<file path="src/uhri_pkg.sv">
// package: register map, field positions, reset values and types of the uart holding block
package uhri_pkg;
  localparam logic [2:0] ADDR_HOLD = 3'h0;
  localparam logic [2:0] ADDR_IER  = 3'h1;
  localparam logic [2:0] ADDR_FCR  = 3'h2;
  localparam logic [2:0] ADDR_LSR  = 3'h5;
  localparam logic [2:0] ADDR_MSR  = 3'h6;
  localparam logic [7:0] IER_RST   = 8'h00;
  localparam logic [7:0] DATA_ZERO = 8'h00;
  localparam int IER_CTS   = 7;
  localparam int IER_RTS   = 6;
  localparam int IER_XOFF  = 5;
  localparam int IER_SLEEP = 4;
  localparam int IER_MODEM = 3;
  localparam int IER_LINE  = 2;
  localparam int IER_TXE   = 1;
  localparam int IER_RXR   = 0;
  localparam int FCR_FIFO_EN = 0;
  localparam int FCR_RX_RST  = 1;
  localparam int FCR_TX_RST  = 2;
  localparam logic [3:0] START_MID_TICK = 4'h7;
  localparam logic [3:0] BIT_LAST_TICK  = 4'hf;
  localparam logic [2:0] BIT_LAST       = 3'h7;
  localparam int PIN_CTS = 0;
  localparam int PIN_DSR = 1;
  localparam int PIN_RI  = 2;
  localparam int PIN_CD  = 3;
  localparam int PIN_RTS = 4;
  typedef struct packed {
    logic       cs;
    logic       rd;
    logic       wr;
    logic [2:0] addr;
    logic [7:0] wdata;
  } uhri_req_t;
  typedef enum logic [1:0] {SER_IDLE, SER_START, SER_DATA, SER_STOP} uhri_ser_t;
endpackage : uhri_pkg

</file>
<file path="src/uhri_chan.sv">
// module: one uart channel holding paths, line/modem status and interrupt enable
`timescale 1ns/1ps
module uhri_chan
  import uhri_pkg::*;
#(
  parameter int DEPTH   = 16,
  parameter int RX_TRIG = 1
) (
  input  wire logic      clk_i,
  input  wire logic      rstn_i,
  input  wire uhri_req_t host_req_i,
  output logic [7:0]     rdata_o,
  input  wire logic      baud_tick_i,
  input  wire logic      rxd_i,
  output logic           txd_o,
  input  wire logic      cts_i,
  input  wire logic      dsr_i,
  input  wire logic      ri_i,
  input  wire logic      cd_i,
  input  wire logic      rts_i,
  input  wire logic      enh_feature_en_i,
  input  wire logic      xoff_rx_i,
  output logic           irq_o,
  output logic           sleep_o
);
  localparam int AW = $clog2(DEPTH);
  localparam logic [AW:0] CNT_FULL = (AW+1)'(DEPTH);
  localparam logic [AW:0] CNT_ONE  = (AW+1)'(1);
  localparam logic [AW:0] CNT_TRIG = (AW+1)'(RX_TRIG);

  function automatic logic acc(input uhri_req_t q, input logic [2:0] a, input logic rd);
    acc = q.cs && (rd ? q.rd : q.wr) && (q.addr == a);
  endfunction : acc

  logic hold_wr, hold_rd, ier_wr, fcr_wr, lsr_rd, msr_rd, rd_any;
  assign hold_wr = acc(host_req_i, ADDR_HOLD, 1'b0);
  assign hold_rd = acc(host_req_i, ADDR_HOLD, 1'b1);
  assign ier_wr  = acc(host_req_i, ADDR_IER, 1'b0);
  assign fcr_wr  = acc(host_req_i, ADDR_FCR, 1'b0);
  assign lsr_rd  = acc(host_req_i, ADDR_LSR, 1'b1);
  assign msr_rd  = acc(host_req_i, ADDR_MSR, 1'b1);
  assign rd_any  = host_req_i.cs && host_req_i.rd;

  ////////////////////////////////////////////////////////////////////////////////
  // pin synchronisers and edge detect
  logic [4:0] pin_s1_r, pin_s2_r, pin_prev_r, pin_raw;
  logic [4:0] pin_rise, pin_chg;
  assign pin_raw  = {rts_i, cd_i, ri_i, dsr_i, cts_i};
  assign pin_rise = pin_s2_r & ~pin_prev_r;
  assign pin_chg  = pin_s2_r ^ pin_prev_r;

  always_ff @(posedge clk_i or negedge rstn_i) begin
    if (!rstn_i) begin
      pin_s1_r   <= 5'h00;
      pin_s2_r   <= 5'h00;
      pin_prev_r <= 5'h00;
    end else begin
      pin_s1_r   <= pin_raw;
      pin_s2_r   <= pin_s1_r;
      pin_prev_r <= pin_s2_r;
    end
  end

  ////////////////////////////////////////////////////////////////////////////////
  // transmit fifo and shifter
  logic [7:0]  tx_mem [DEPTH];
  logic [AW-1:0] tx_wp_r, tx_wp_nxt, tx_rp_r, tx_rp_nxt;
  logic [AW:0] tx_cnt_r, tx_cnt_nxt;
  uhri_ser_t   tx_st_r, tx_st_nxt;
  logic [3:0]  tx_tick_r, tx_tick_nxt;
  logic [2:0]  tx_bit_r, tx_bit_nxt;
  logic [7:0]  tx_sh_r, tx_sh_nxt;
  logic        txd_nxt, tx_push, tx_pop, fifo_en_r;
  logic        fifo_en_nxt;

  always_comb begin
    tx_push     = hold_wr && (tx_cnt_r < (fifo_en_r ? CNT_FULL : CNT_ONE));
    tx_pop      = (tx_st_r == SER_IDLE) && (tx_cnt_r != '0);
    tx_wp_nxt   = tx_wp_r;
    tx_rp_nxt   = tx_rp_r;
    tx_cnt_nxt  = tx_cnt_r;
    tx_st_nxt   = tx_st_r;
    tx_tick_nxt = tx_tick_r;
    tx_bit_nxt  = tx_bit_r;
    tx_sh_nxt   = tx_sh_r;
    txd_nxt     = txd_o;
    if (tx_push) begin
      tx_wp_nxt = tx_wp_r + 1'b1;
    end
    if (tx_pop) begin
      tx_rp_nxt   = tx_rp_r + 1'b1;
      tx_sh_nxt   = tx_mem[tx_rp_r];
      tx_st_nxt   = SER_START;
      tx_tick_nxt = 4'h0;
      txd_nxt     = 1'b0;
    end
    tx_cnt_nxt = tx_cnt_r + (AW+1)'(tx_push) - (AW+1)'(tx_pop);
    if (baud_tick_i && tx_st_r != SER_IDLE) begin
      tx_tick_nxt = tx_tick_r + 4'h1;
      if (tx_tick_r == BIT_LAST_TICK) begin
        case (tx_st_r)
          SER_START: begin
            tx_st_nxt  = SER_DATA;
            tx_bit_nxt = 3'h0;
            txd_nxt    = tx_sh_r[0];
          end
          SER_DATA: begin
            tx_sh_nxt  = {1'b0, tx_sh_r[7:1]};
            tx_bit_nxt = tx_bit_r + 3'h1;
            txd_nxt    = (tx_bit_r == BIT_LAST) ? 1'b1 : tx_sh_r[1];
            if (tx_bit_r == BIT_LAST) begin
              tx_st_nxt = SER_STOP;
            end
          end
          SER_STOP: tx_st_nxt = SER_IDLE;
          default:  tx_st_nxt = SER_IDLE;
        endcase
      end
    end
    if (fcr_wr && host_req_i.wdata[FCR_TX_RST]) begin
      tx_wp_nxt  = '0;
      tx_rp_nxt  = '0;
      tx_cnt_nxt = '0;
    end
  end

  always_ff @(posedge clk_i or negedge rstn_i) begin
    if (!rstn_i) begin
      tx_wp_r   <= '0;
      tx_rp_r   <= '0;
      tx_cnt_r  <= '0;
      tx_st_r   <= SER_IDLE;
      tx_tick_r <= 4'h0;
      tx_bit_r  <= 3'h0;
      tx_sh_r   <= DATA_ZERO;
      txd_o     <= 1'b1;
    end else begin
      tx_wp_r   <= tx_wp_nxt;
      tx_rp_r   <= tx_rp_nxt;
      tx_cnt_r  <= tx_cnt_nxt;
      tx_st_r   <= tx_st_nxt;
      tx_tick_r <= tx_tick_nxt;
      tx_bit_r  <= tx_bit_nxt;
      tx_sh_r   <= tx_sh_nxt;
      txd_o     <= txd_nxt;
    end
  end

  always_ff @(posedge clk_i) begin
    if (tx_push) begin
      tx_mem[tx_wp_r] <= host_req_i.wdata;
    end
  end

  ////////////////////////////////////////////////////////////////////////////////
  // receive shifter and fifo
  logic [7:0]  rx_mem [DEPTH];
  logic [AW-1:0] rx_wp_r, rx_wp_nxt, rx_rp_r, rx_rp_nxt;
  logic [AW:0] rx_cnt_r, rx_cnt_nxt;
  uhri_ser_t   rx_st_r, rx_st_nxt;
  logic [3:0]  rx_tick_r, rx_tick_nxt;
  logic [2:0]  rx_bit_r, rx_bit_nxt;
  logic [7:0]  rx_sh_r, rx_sh_nxt;
  logic        rxd_prev_r, rx_push, rx_pop;
  logic        oe_r, oe_nxt, fe_r, fe_nxt, bi_r, bi_nxt;

  always_comb begin
    rx_push     = 1'b0;
    rx_pop      = hold_rd && (rx_cnt_r != '0);
    rx_wp_nxt   = rx_wp_r;
    rx_rp_nxt   = rx_rp_r + AW'(rx_pop);
    rx_st_nxt   = rx_st_r;
    rx_tick_nxt = rx_tick_r;
    rx_bit_nxt  = rx_bit_r;
    rx_sh_nxt   = rx_sh_r;
    oe_nxt      = lsr_rd ? 1'b0 : oe_r;
    fe_nxt      = lsr_rd ? 1'b0 : fe_r;
    bi_nxt      = lsr_rd ? 1'b0 : bi_r;
    case (rx_st_r)
      SER_IDLE: begin
        if (rxd_prev_r && !rxd_i) begin
          rx_st_nxt   = SER_START;
          rx_tick_nxt = 4'h0;
        end
      end
      SER_START: begin
        if (baud_tick_i) begin
          rx_tick_nxt = rx_tick_r + 4'h1;
          if (rx_tick_r == START_MID_TICK) begin
            rx_st_nxt   = rxd_i ? SER_IDLE : SER_DATA;
            rx_tick_nxt = 4'h0;
            rx_bit_nxt  = 3'h0;
          end
        end
      end
      SER_DATA: begin
        if (baud_tick_i) begin
          rx_tick_nxt = rx_tick_r + 4'h1;
          if (rx_tick_r == BIT_LAST_TICK) begin
            rx_sh_nxt  = {rxd_i, rx_sh_r[7:1]};
            rx_bit_nxt = rx_bit_r + 3'h1;
            if (rx_bit_r == BIT_LAST) begin
              rx_st_nxt = SER_STOP;
            end
          end
        end
      end
      SER_STOP: begin
        if (baud_tick_i && rx_tick_r == BIT_LAST_TICK) begin
          rx_st_nxt = SER_IDLE;
          if (rx_cnt_r < (fifo_en_r ? CNT_FULL : CNT_ONE) || rx_pop) begin
            rx_push   = 1'b1;
            rx_wp_nxt = rx_wp_r + 1'b1;
          end else begin
            oe_nxt = 1'b1;
          end
          if (!rxd_i) begin
            fe_nxt = 1'b1;
            bi_nxt = (rx_sh_r == DATA_ZERO) ? 1'b1 : bi_nxt;
          end
        end else if (baud_tick_i) begin
          rx_tick_nxt = rx_tick_r + 4'h1;
        end
      end
      default: rx_st_nxt = SER_IDLE;
    endcase
    rx_cnt_nxt = rx_cnt_r + (AW+1)'(rx_push) - (AW+1)'(rx_pop);
    if (fcr_wr && host_req_i.wdata[FCR_RX_RST]) begin
      rx_wp_nxt  = '0;
      rx_rp_nxt  = '0;
      rx_cnt_nxt = '0;
    end
  end

  always_ff @(posedge clk_i or negedge rstn_i) begin
    if (!rstn_i) begin
      rx_wp_r    <= '0;
      rx_rp_r    <= '0;
      rx_cnt_r   <= '0;
      rx_st_r    <= SER_IDLE;
      rx_tick_r  <= 4'h0;
      rx_bit_r   <= 3'h0;
      rx_sh_r    <= DATA_ZERO;
      rxd_prev_r <= 1'b1;
      oe_r       <= 1'b0;
      fe_r       <= 1'b0;
      bi_r       <= 1'b0;
    end else begin
      rx_wp_r    <= rx_wp_nxt;
      rx_rp_r    <= rx_rp_nxt;
      rx_cnt_r   <= rx_cnt_nxt;
      rx_st_r    <= rx_st_nxt;
      rx_tick_r  <= rx_tick_nxt;
      rx_bit_r   <= rx_bit_nxt;
      rx_sh_r    <= rx_sh_nxt;
      rxd_prev_r <= rxd_i;
      oe_r       <= oe_nxt;
      fe_r       <= fe_nxt;
      bi_r       <= bi_nxt;
    end
  end

  always_ff @(posedge clk_i) begin
    if (rx_push) begin
      rx_mem[rx_wp_r] <= rx_sh_r;
    end
  end

  ////////////////////////////////////////////////////////////////////////////////
  // enable, status, readback and interrupt
  logic [7:0] ier_r, ier_nxt, line_status_reg, modem_status_reg, rdata_nxt;
  logic [3:0] mdelta_r, mdelta_nxt;
  logic [2:0] evt_r, evt_nxt;
  logic       irq_nxt, thre, rx_ready;

  always_comb begin
    thre     = (tx_cnt_r == '0);
    rx_ready = fifo_en_r ? (rx_cnt_r >= CNT_TRIG) : (rx_cnt_r != '0);
    line_status_reg      = {oe_r | fe_r | bi_r, thre && tx_st_r == SER_IDLE, thre, bi_r, fe_r,
                1'b0, oe_r, rx_cnt_r != '0};
    modem_status_reg      = {pin_s2_r[PIN_CD], pin_s2_r[PIN_RI], pin_s2_r[PIN_DSR], pin_s2_r[PIN_CTS],
                mdelta_r};
    ier_nxt  = ier_r;
    if (ier_wr) begin
      ier_nxt[3:0] = host_req_i.wdata[3:0];
      if (enh_feature_en_i) begin
        ier_nxt[7:4] = host_req_i.wdata[7:4];
      end
    end
    fifo_en_nxt = fcr_wr ? host_req_i.wdata[FCR_FIFO_EN] : fifo_en_r;
    mdelta_nxt  = (msr_rd ? 4'h0 : mdelta_r) |
                  {pin_chg[PIN_CD], pin_s2_r[PIN_RI] == 1'b0 && pin_prev_r[PIN_RI],
                   pin_chg[PIN_DSR], pin_chg[PIN_CTS]};
    evt_nxt     = (msr_rd ? 3'h0 : evt_r) |
                  {pin_rise[PIN_CTS], pin_rise[PIN_RTS], xoff_rx_i};
    case (host_req_i.addr)
      ADDR_HOLD: rdata_nxt = rx_mem[rx_rp_r];
      ADDR_IER:  rdata_nxt = ier_r;
      ADDR_LSR:  rdata_nxt = line_status_reg;
      ADDR_MSR:  rdata_nxt = modem_status_reg;
      default:   rdata_nxt = DATA_ZERO;
    endcase
    if (!rd_any) begin
      rdata_nxt = rdata_o;
    end
    irq_nxt = (ier_r[IER_CTS]   && evt_r[2])
            | (ier_r[IER_RTS]   && evt_r[1])
            | (ier_r[IER_XOFF]  && evt_r[0])
            | (ier_r[IER_MODEM] && mdelta_r != 4'h0)
            | (ier_r[IER_LINE]  && line_status_reg[4:1] != 4'h0)
            | (ier_r[IER_TXE]   && thre)
            | (ier_r[IER_RXR]   && rx_ready);
  end

  always_ff @(posedge clk_i or negedge rstn_i) begin
    if (!rstn_i) begin
      ier_r     <= IER_RST;
      fifo_en_r <= 1'b0;
      mdelta_r  <= 4'h0;
      evt_r     <= 3'h0;
      rdata_o   <= DATA_ZERO;
      irq_o     <= 1'b0;
      sleep_o   <= 1'b0;
    end else begin
      ier_r     <= ier_nxt;
      fifo_en_r <= fifo_en_nxt;
      mdelta_r  <= mdelta_nxt;
      evt_r     <= evt_nxt;
      rdata_o   <= rdata_nxt;
      irq_o     <= irq_nxt;
      sleep_o   <= ier_nxt[IER_SLEEP];
    end
  end
endmodule : uhri_chan

</file>
<file path="config.mk">
export PLATFORM = sky130hd
export DESIGN_NAME = uhri_chan
export DESIGN_NICKNAME = d
export VERILOG_FILES = /design/src/uhri_pkg.sv /design/src/uhri_chan.sv
export SDC_FILE = /design/constraint.sdc
export NUM_CORES = 1
export LEC_CHECK = 0
export BUFFER_PORTS_ARGS = -buffer_cell sky130_fd_sc_hd__buf_2
export CAP_MARGIN = 20
export CORE_MARGIN = 4
export CORE_UTILIZATION = 55
export CTS_CLUSTER_DIAMETER = 30
export DETAILED_ROUTE_END_ITERATION = 6
export MAX_ROUTING_LAYER = met4
export PLACE_DENSITY_LB_ADDON = 0.25
export REMOVE_ABC_BUFFERS = 1
export SLEW_MARGIN = 20
export SYNTH_ARGS = -nofsm -noshare
export SYNTH_HDL_FRONTEND = slang
export SYNTH_SLANG_ARGS = --single-unit
</file>
<file path="constraint.sdc">
create_clock -name clk_i -period 5.65 [get_ports clk_i]
set_clock_uncertainty 0.15 [all_clocks]
set_input_delay 0.2825 -clock clk_i [delete_from_list [all_inputs] [get_ports clk_i]]
set_output_delay 0.2825 -clock clk_i [all_outputs]
set_load 0.01 [all_outputs]
</file>
==> results of run 1 <==
==> cells by family (layout without fill, tap and decap cells) <==
logic type / Yosys count / in the layout / synth area share, %
DFF: 361 / 361 / 68.27
and+or+nand+nor: 215 / 215 / 7.551
AOI/OAI and AO/OA: 141 / 141 / 6.409
muxes: 131 / 131 / 11.22
buffers and inverters: 75 / 213 / 1.954
adders and majority gates: 41 / 41 / 3.494
xor gates and xnor gates: 19 / 19 / 1.101
==> layer usage <==
| metal | global-route usage, % | wire [um] |
|---|---|---|
| met1 | 30.15 | 14200 |
| met2 | 33.94 | 15650 |
| met3 | 5.060 | 1727 |
| met4 | 8.743 | 1177 |
| met5 | - | 0 |
==> per-stage QoR <==
step | hold WS (ps) | instance area [um^2]
floorplan | -163.1 | 14940
global placement | 183.6 | 15580
detailed placement | 185.5 | 15590
CTS | 0.6870 | 18180
global route | 16.87 | 18190
finish | 16.09 | 18190
==> path summary, 6_finish.rpt <==
path	end	slack, ps	depth (start not counted)
max in group asynchronous	rx_rp_r[0]	4020	3
max reg2reg	rx_cnt_r[4]	2130	17
min in group asynchronous	rx_sh_r[1]	200	2
min reg2reg	pin_s2_r[3]	190	0
max	rx_cnt_r[4]	2130	17
min	tx_mem[0][2]	20	1
==> sequential cells by signal, indices dropped and copies added, names as in the netlist, 4 cells and up, named ones only <==
name / count
pin_s1_r: 5
rx_mem: 128
rx_wp_r: 4
tx_mem: 128
rx_tick_r: 4
pin_s2_r: 5
tx_cnt_r: 5
rdata_o: 8
rx_sh_r: 8
tx_tick_r: 4
ier_r: 7
rx_cnt_r: 5
tx_wp_r: 4
tx_rp_r: 4
mdelta_r: 4
pin_prev_r: 5
rx_rp_r: 4
tx_sh_r: 8
==> what timing repair did <==
action / CTS / global route
hold buffers: 13 / 0
hold endpoints to repair: 94 / 0
setup endpoints to repair: 0 / 0
==> cell type report <==
| type | count | area [um^2] |
|---|---|---|
| clock buffers | 80 | 1788 |
| clock inverters | 46 | 678.2 |
| fillers | 1818 | 8833 |
| inverters | 34 | 127.6 |
| multi-input cells | 547 | 4504 |
| flip-flops and latches | 361 | 10320 |
| well taps | 341 | 426.7 |
| repair buffers | 53 | 345.3 |
==> cell usage in the layout, fill, tap and decap left out, types with 15 or more instances in the layout <==
cell	netlist	final
a21oi_1	20	20
a22oi_1	24	24
and2_1	28	28
buf_2	11	34
clkbuf_16	0	69
dfrtp_1	103	101
edfxtp_1	256	256
ha_1	39	39
inv_1	32	32
mux2i_1	85	85
mux4_2	29	29
nand2_1	56	56
nor2_1	42	42
o21ai_0	20	20
xnor2_1	15	15
==> report_power, final <==
group / internal, mW / leakage (nW) / switching, mW
sequential: 3.04 / 3.69 / 0.385
clock: 2.85 / 1.18 / 1.39
combinational: 0.800 / 2.11 / 0.900
==> flow_summary.ini, run 1 <==
[yosys]
synth_top_flop_cell = edfxtp_1
yosysWarnings = 0
async_flop_share_pct = 29.09
synth_common_cells = edfxtp_1 (256), dfrtp_1 (103), mux2i_1 (85)
synth_most_common_cell = edfxtp_1
synth_edf_count = 256
syn-instance-count = 983
yosysSeqAreaShare_pct = 68.27
synth.distinct_cells = 64
synth.cell_area_um2 = 15110
avgSynthCellArea_um2 = 15.37
synth_top_cell_by_area = edfxtp_1
synthTopCellsByArea = edfxtp_1 (51%), dfrtp_1 (17%), mux2i_1 (5.6%), mux4_2 (4.3%), ha_1 (3.2%)
ys_ff_latch = 361
synth_top_area_share_pct = 50.87

[job]
drv_cap = 0

[floorplan]
rows = 60
pin_count = 36
coreArea_um2 = 27030
die_h_um = 173.8
dieWidth_um = 173.8
start_util_pct = 55.92
die_area_um2 = 30190

[drt]
drt_wl_total_um = 32760
drtIter0Drc = 712
first_pass_iters = 5
detail-route-antenna-nets = 0
drcViolationCount = 0
vias = 8671
post_drt_wl_per_cell_um = 22.41
viasPerCell = 5.931

[sta]
fin_ws_ps = 2132
setup_violations = 0
period_minus_slack_ps = 3518
slew_headroom_pct = 23.19
period_share_pct = 62.27
drv_slew = 0
rsz0062_at_grt = false
final_hold_viol_count = 0
fmax_mhz = 284.2
worst_pin_slew_ps = 1152
final.setup.tns_ps = 0

[clocking]
cts_buffers = 68
post_cts_buffers = 0
clockBufferDepth = 3
ctsResizeCount = 0
clockRootBuffer = clkbuf_16
clk_latency_ps = 580
h-tree-depth = 3
cts.sink_count = 361
cts_tree = yes
clk_pin_slew_worst_paths_ps = 50

[setup_path]
path_cells = inv_1, ha_1, nor4b_1, nor3_4, nor2_2, nor2_4, inv_2, ha_1, inv_1, ha_1, inv_1, fa_1, nor2_1, nor2_1, nor2_1, or3_1, a21oi_1
max_stage_delay_ps = 680
crit_family = simple AND/OR/NAND/NOR gates
r2r-start = rx_cnt_r[3]
crit_buf_inv = 4
cp-start-kind = flip-flop
required_ps = 5890
end_kind = flip-flop
cp_slowest_cell = nor4b_1
cp.arrival_ps = 3760
crit_fanout = 8
crit_type = flip-flop to flip-flop
worstSetupStartpoint = rx_cnt_r[3]

[place]
dp.cells = 1322
gp_congestion = 0.8711
port_buffers = 35
place_hpwl_um = 20460
place_ws_ps = 2109

[pwr]
power_mw = 9.367
p_leak_nw = 6.973
p_per_area_nw_per_um2 = 514.9
ir_drop_uv = 374.7

[layout]
finalNonFillerCells = 1462
finalNetCount = 1131
antennaDiodeCount = 0
drive_above_1_share_pct = 17.48
fin_util_pct = 67.31
area_growth_pct = 20.38

[outcome]
status = completed

[global_route]
grt_pass1_wl_um = 51160
antenna_found_initial = 0
grt_usage_pct = 22.47
overflow = 0
grt_start_max_net_pins = 61
grt_pass1_vias = 8854

[min_path]
worstHoldStart = host_req_i[2]
hp-class = primary input to flip-flop
(Power assumes the default switching activity.)
==> run 2, diff against run 1 <==
Clock period 5.65 ns to 3.1 ns, I/O delays scaled along.
==> flow_summary.ini, run 2 (synthesis results as in run 1) <==
[clocking]
clk_pin_slew_worst_paths_ps = 50
clk_latency_ps = 570
h-tree-depth = 3
cts_tree = yes
clockBufferDepth = 3
clockRootBuffer = clkbuf_16
cts_buffers = 69
cts.sink_count = 361

[setup_path]
reg2reg_depth = 17
r2r-start = rx_cnt_r[2]
r2r_end = rx_cnt_r[4]
crit_type = flip-flop to flip-flop
crit_fanout = 2
ff2ff_setup_slack_ps = -100
cp-start-kind = flip-flop
cp.arrival_ps = 3520
end_kind = flip-flop
required_ps = 3420

[global_route]
grt_usage_pct = 23.39
grt_pass1_vias = 9526
antenna_found_initial = 0
grt_start_max_net_pins = 65
overflow = 0
grt_pass1_wl_um = 53360

[drt]
detail-route-antenna-nets = 0
drcViolationCount = 0
post_drt_wl_per_cell_um = 22.49
viasPerCell = 5.953
drt_wl_total_um = 34110
vias = 9031
drtIter0Drc = 759
first_pass_iters = 6

[sta]
worst_pin_slew_ps = 862.2
period_share_pct = 103.4
slew_headroom_pct = 42.49
fin_ws_ps = -104.1
final_hold_viol_count = 0
period_minus_slack_ps = 3204
fmax_mhz = 312.1
timing.hold.ws_ps = 3.556
setup_violations = 1
drv_slew = 0
rsz0062_at_grt = true

[pwr]
p_sw_share_pct = 28.69
power_frac_comb_pct = 20.9
p_int_mw = 12.54
clkPwrFrac_pct = 44.8
p_leak_nw = 7.315
power_mw = 17.59
p_per_area_nw_per_um2 = 936.0
ir_drop_uv = 580.8
p_switching_mw = 5.046
seq_power_share_pct = 34.3

[min_path]
worstHoldStart = host_req_i[13]
hp-class = primary input to flip-flop
hold_depth = 3
hold_end = rdata_o[6]

[floorplan]
dieWidth_um = 173.8
start_util_pct = 55.92
coreArea_um2 = 27030
die_h_um = 173.8
pin_count = 36
rows = 60
die_area_um2 = 30190

[place]
gp_congestion = 0.8568
place_ws_ps = -31.71
place_hpwl_um = 20940
port_buffers = 35

[layout]
nFillCells = 1729
area_growth_pct = 24.34
layout_common_cells = edfxtp_1 (256), dfrtp_1 (101), mux2i_1 (85)
regArea_um2 = 10320
antennaDiodeCount = 0
reg.largest.list = rx_mem: 128 flops, tx_mem: 128 flops
layout_commonest_cell = edfxtp_1
drive_above_1_share_pct = 23.38
multiInputGateArea_um2 = 4586
finalNetCount = 1185

[outcome]
violations = negative setup slack
status = complete, but fails checks

[job]
drv_cap = 0
## run 2: changes by cell type in the layout (fill, tap and decap cells not counted), moves of 5 or more
| cell | change |
|---|---|
| buf_4 | +40 |
| dlygate4sd3_1 | +9 |
| clkinv_1 | -8 |
| and2_1 | -6 |
| and2_2 | +6 |
| clkbuf_1 | -5 |
| inv_6 | +5 |
## run 2: stage by stage
stage / TNS [ps] / instance area, um^2 / utilization, % / cells
final: -104.1 / 18790 / 69.53 / 1517
after global routing: -1957 / 18790 / 69.53 / 1517
after CTS: 0 / 18700 / 69.19 / 1514
after detailed placement: -31.71 / 15920 / 58.91 / 1362
after global placement: 0 / 15920 / 58.91 / 1362
after floorplan: -1195 / 14940 / - / 942
## run 2: routing by layer
| layer | part of all wire (%) | track usage, % | routed length [um] |
|---|---|---|---|
| met5 | 0 | - | 0 |
| met1 | 42 | 30.42 | 14190 |
| met3 | 5.0 | 3.926 | 1722 |
| met2 | 51 | 37.86 | 17260 |
| met4 | 2.7 | 8.083 | 938 |
## run 2: critical path, stage by stage, from the launching register on
cell and delay [ps]:
dfrtp_1 400, inv_2 90, ha_4 130, or4b_4 470, a21oi_4 200, nor2_4 70
nor2_4 120, inv_2 70, ha_4 260, inv_2 40, ha_4 150, inv_2 60
fa_2 220, nor2_2 40, nor2_1 100, nor2_1 60, or3_1 360, a21oi_1 120
## run 2: timing repair
item	4_1_cts	5_1_grt
pin swaps	1	12
gates resized for setup	6	20
setup buffers	1	3
hold endpoints to repair	253	0
endpoints found under the setup margin	3	8
hold buffers	23	0
## run 2: worst max path at each step
stage	start	endpoint	cells after the start
floorplan	tx_rp_r[1]	tx_sh_r[7]	4
global placement	rx_cnt_r[2]	rx_cnt_r[4]	17
detailed placement	rx_cnt_r[1]	rx_cnt_r[4]	17
CTS	rx_cnt_r[2]	rx_cnt_r[4]	17
global route	rx_cnt_r[2]	rx_cnt_r[4]	17
finish	rx_cnt_r[2]	rx_cnt_r[4]	17
## run 2: final cells by class
type | count | share of cell area (%)
Multi-Input combinational cell | 547 | 24.40
Clock inverter | 50 | 3.616
Tap cell | 341 | 2.271
Sequential cell | 361 | 54.93
Inverter | 34 | 0.6792
Timing Repair Buffer | 106 | 4.341
Clock buffer | 78 | 9.755
## run 2: power by group through the flow
stage | Sequential (mW) | Clock (mW) | Combinational [mW]
after detailed placement | 6.09 | 0 | 3.45
after floorplan | 6.18 | 0 | 2.13
after global routing | 6.08 | 8.26 | 4.02
after global placement | 6.07 | 0 | 3.37
final | 6.03 | 7.88 | 3.67
after CTS | 6.02 | 7.97 | 3.56
==> run 3, diff against run 2 <==
Settings changed: CORE_MARGIN 4 to unset, CTS_CLUSTER_DIAMETER 30 to 150.
Clock period 3.1 ns to 3.65 ns, I/O delays scaled along.
==> flow_summary.ini, run 3 (synthesis results as in run 1) <==
[global_route]
grt_start_max_net_pins = 64
grt_usage_pct = 23.41
grt_pass1_wl_um = 48040
overflow = 0
antenna_found_initial = 0
grt_pass1_vias = 8498

[sta]
rsz0062_at_grt = false
slew_headroom_pct = 37.16
setup_violations = 0
drv_slew = 0
final.setup.tns_ps = 0
period_share_pct = 92.65
final_hold_viol_count = 0
fin_ws_ps = 268.4
worst_pin_slew_ps = 942.6
period_minus_slack_ps = 3382
fmax_mhz = 295.7

[clocking]
h-tree-depth = 2
cts_tree = yes
clk_pin_slew_worst_paths_ps = 60
clockRootBuffer = clkbuf_16
cts.sink_count = 361
clk_latency_ps = 520
post_cts_buffers = 0
cts_buffers = 39
clockBufferDepth = 3

[layout]
antennaDiodeCount = 0
drive_above_1_share_pct = 14.61
finalNetCount = 1123
area_growth_pct = 14.15
nFillCells = 1912
multiInputGateArea_um2 = 4499
reg.largest.list = rx_mem: 128 flops, tx_mem: 128 flops
layout_commonest_cell = edfxtp_1
regArea_um2 = 10320
layout_common_cells = edfxtp_1 (256), dfrtp_1 (101), mux2i_1 (85)
finalNonFillerCells = 1429

[setup_path]
end_kind = flip-flop
crit_type = flip-flop to flip-flop
cp-start-kind = flip-flop
cp.arrival_ps = 3600
required_ps = 3870
crit_fanout = 8

[place]
place_hpwl_um = 20520
gp_congestion = 0.8305
dp.cells = 1337
place_ws_ps = 302.7
port_buffers = 35

[floorplan]
die_h_um = 167.8
start_util_pct = 56.07
die_area_um2 = 28140
coreArea_um2 = 26950
dieWidth_um = 167.8
pin_count = 36
rows = 60

[pwr]
p_int_mw = 8.441
p_per_area_nw_per_um2 = 689.9
clkPwrFrac_pct = 33.9
p_switching_mw = 3.460
seq_power_share_pct = 43.8
power_mw = 11.90
p_sw_share_pct = 29.07
p_leak_nw = 6.577
ir_drop_uv = 500.2
power_frac_comb_pct = 22.3

[drt]
post_drt_wl_per_cell_um = 21.89
first_pass_iters = 5
detail-route-antenna-nets = 0
vias = 8488
drt_wl_total_um = 31280
viasPerCell = 5.940
drcViolationCount = 0
drtIter0Drc = 860

[job]
drv_cap = 0

[outcome]
status = completed

[min_path]
hp-class = primary input to flip-flop
## run 3: cell types whose count changed in the layout (fill, tap and decap cells not counted), moves of 7 or more
cell       change
clkbuf_1       +8
bufinv_16      -7
clkbuf_16     -31
buf_4         -27
clkinv_2       -7
clkinv_4       -8
## run 3: layout make-up
| cell class | instances | share of cell area, % |
|---|---|---|
| Timing Repair Buffer | 74 | 3.090 |
| Clock buffer | 60 | 6.702 |
| Multi-Input combinational cell | 547 | 26.08 |
| Sequential cell | 361 | 59.84 |
| Inverter | 34 | 0.7398 |
| Clock inverter | 12 | 1.073 |
| Tap cell | 341 | 2.473 |
## run 3: metrics by stage
stage	hold WS (ps)	util, %	cell area (um^2)
2_1_floorplan	-263.1	-	14940
3_3_place_gp	140.1	58.29	15710
3_5_place_dp	142.5	58.29	15710
4_1_cts	43.22	64.01	17250
5_1_grt	103.2	64.01	17250
6_report	51.10	64.01	17250
## run 3: worst max-delay path, cell delays in order (launching register included)
cell,delay (ps)
dfrtp_1,420
inv_1,100
ha_1,160
or4b_1,430
a21oi_1,230
nor2_2,80
nor2_4,140
inv_2,100
ha_1,290
inv_1,60
ha_1,150
inv_1,60
fa_1,400
nor2_1,130
nor2_1,50
nor2_1,100
or3_1,120
a21oi_1,60
## run 3: path summary, 6_finish.rpt
path / depth (start not counted) / to / from / slack (ps)
worst max-delay path: 17 / rx_cnt_r[4] / rx_cnt_r[1] / 270
min in group asynchronous: 2 / tx_sh_r[3] / rstn_i / 140
worst max register to register: 17 / rx_cnt_r[4] / rx_cnt_r[1] / 270
max in group asynchronous: 3 / rx_rp_r[0] / rstn_i / 2330
worst min-delay path: 4 / fifo_en_r / host_req_i[11] / 50
worst min register to register: 0 / pin_s2_r[0] / pin_s1_r[0] / 200
## run 3: timing repair
action,in CTS,in global routing
setup endpoints to repair,0,0
hold endpoints to repair,206,0
hold buffers,20,0
gates resized for setup,0,0
## run 3: power groups by stage
stage	Clock [mW]	Sequential (mW)	Combinational [mW]
after floorplan	0	5.25	1.81
after global placement	0	5.29	2.55
after detailed placement	0	5.30	2.61
after CTS	4.10	5.22	2.65
after global routing	4.24	5.27	2.91
final	4.03	5.21	2.65
## run 3: routing by layer
| metal | routed length [um] | track usage [%] | vias up |
|---|---|---|---|
| li1 | - | - | 3900 |
| met1 | 12970 | 30.16 | 4259 |
| met2 | 15770 | 38.73 | 258 |
| met3 | 1661 | 3.285 | 71 |
| met4 | 878 | 7.339 | 0 |
| met5 | 0 | - | - |
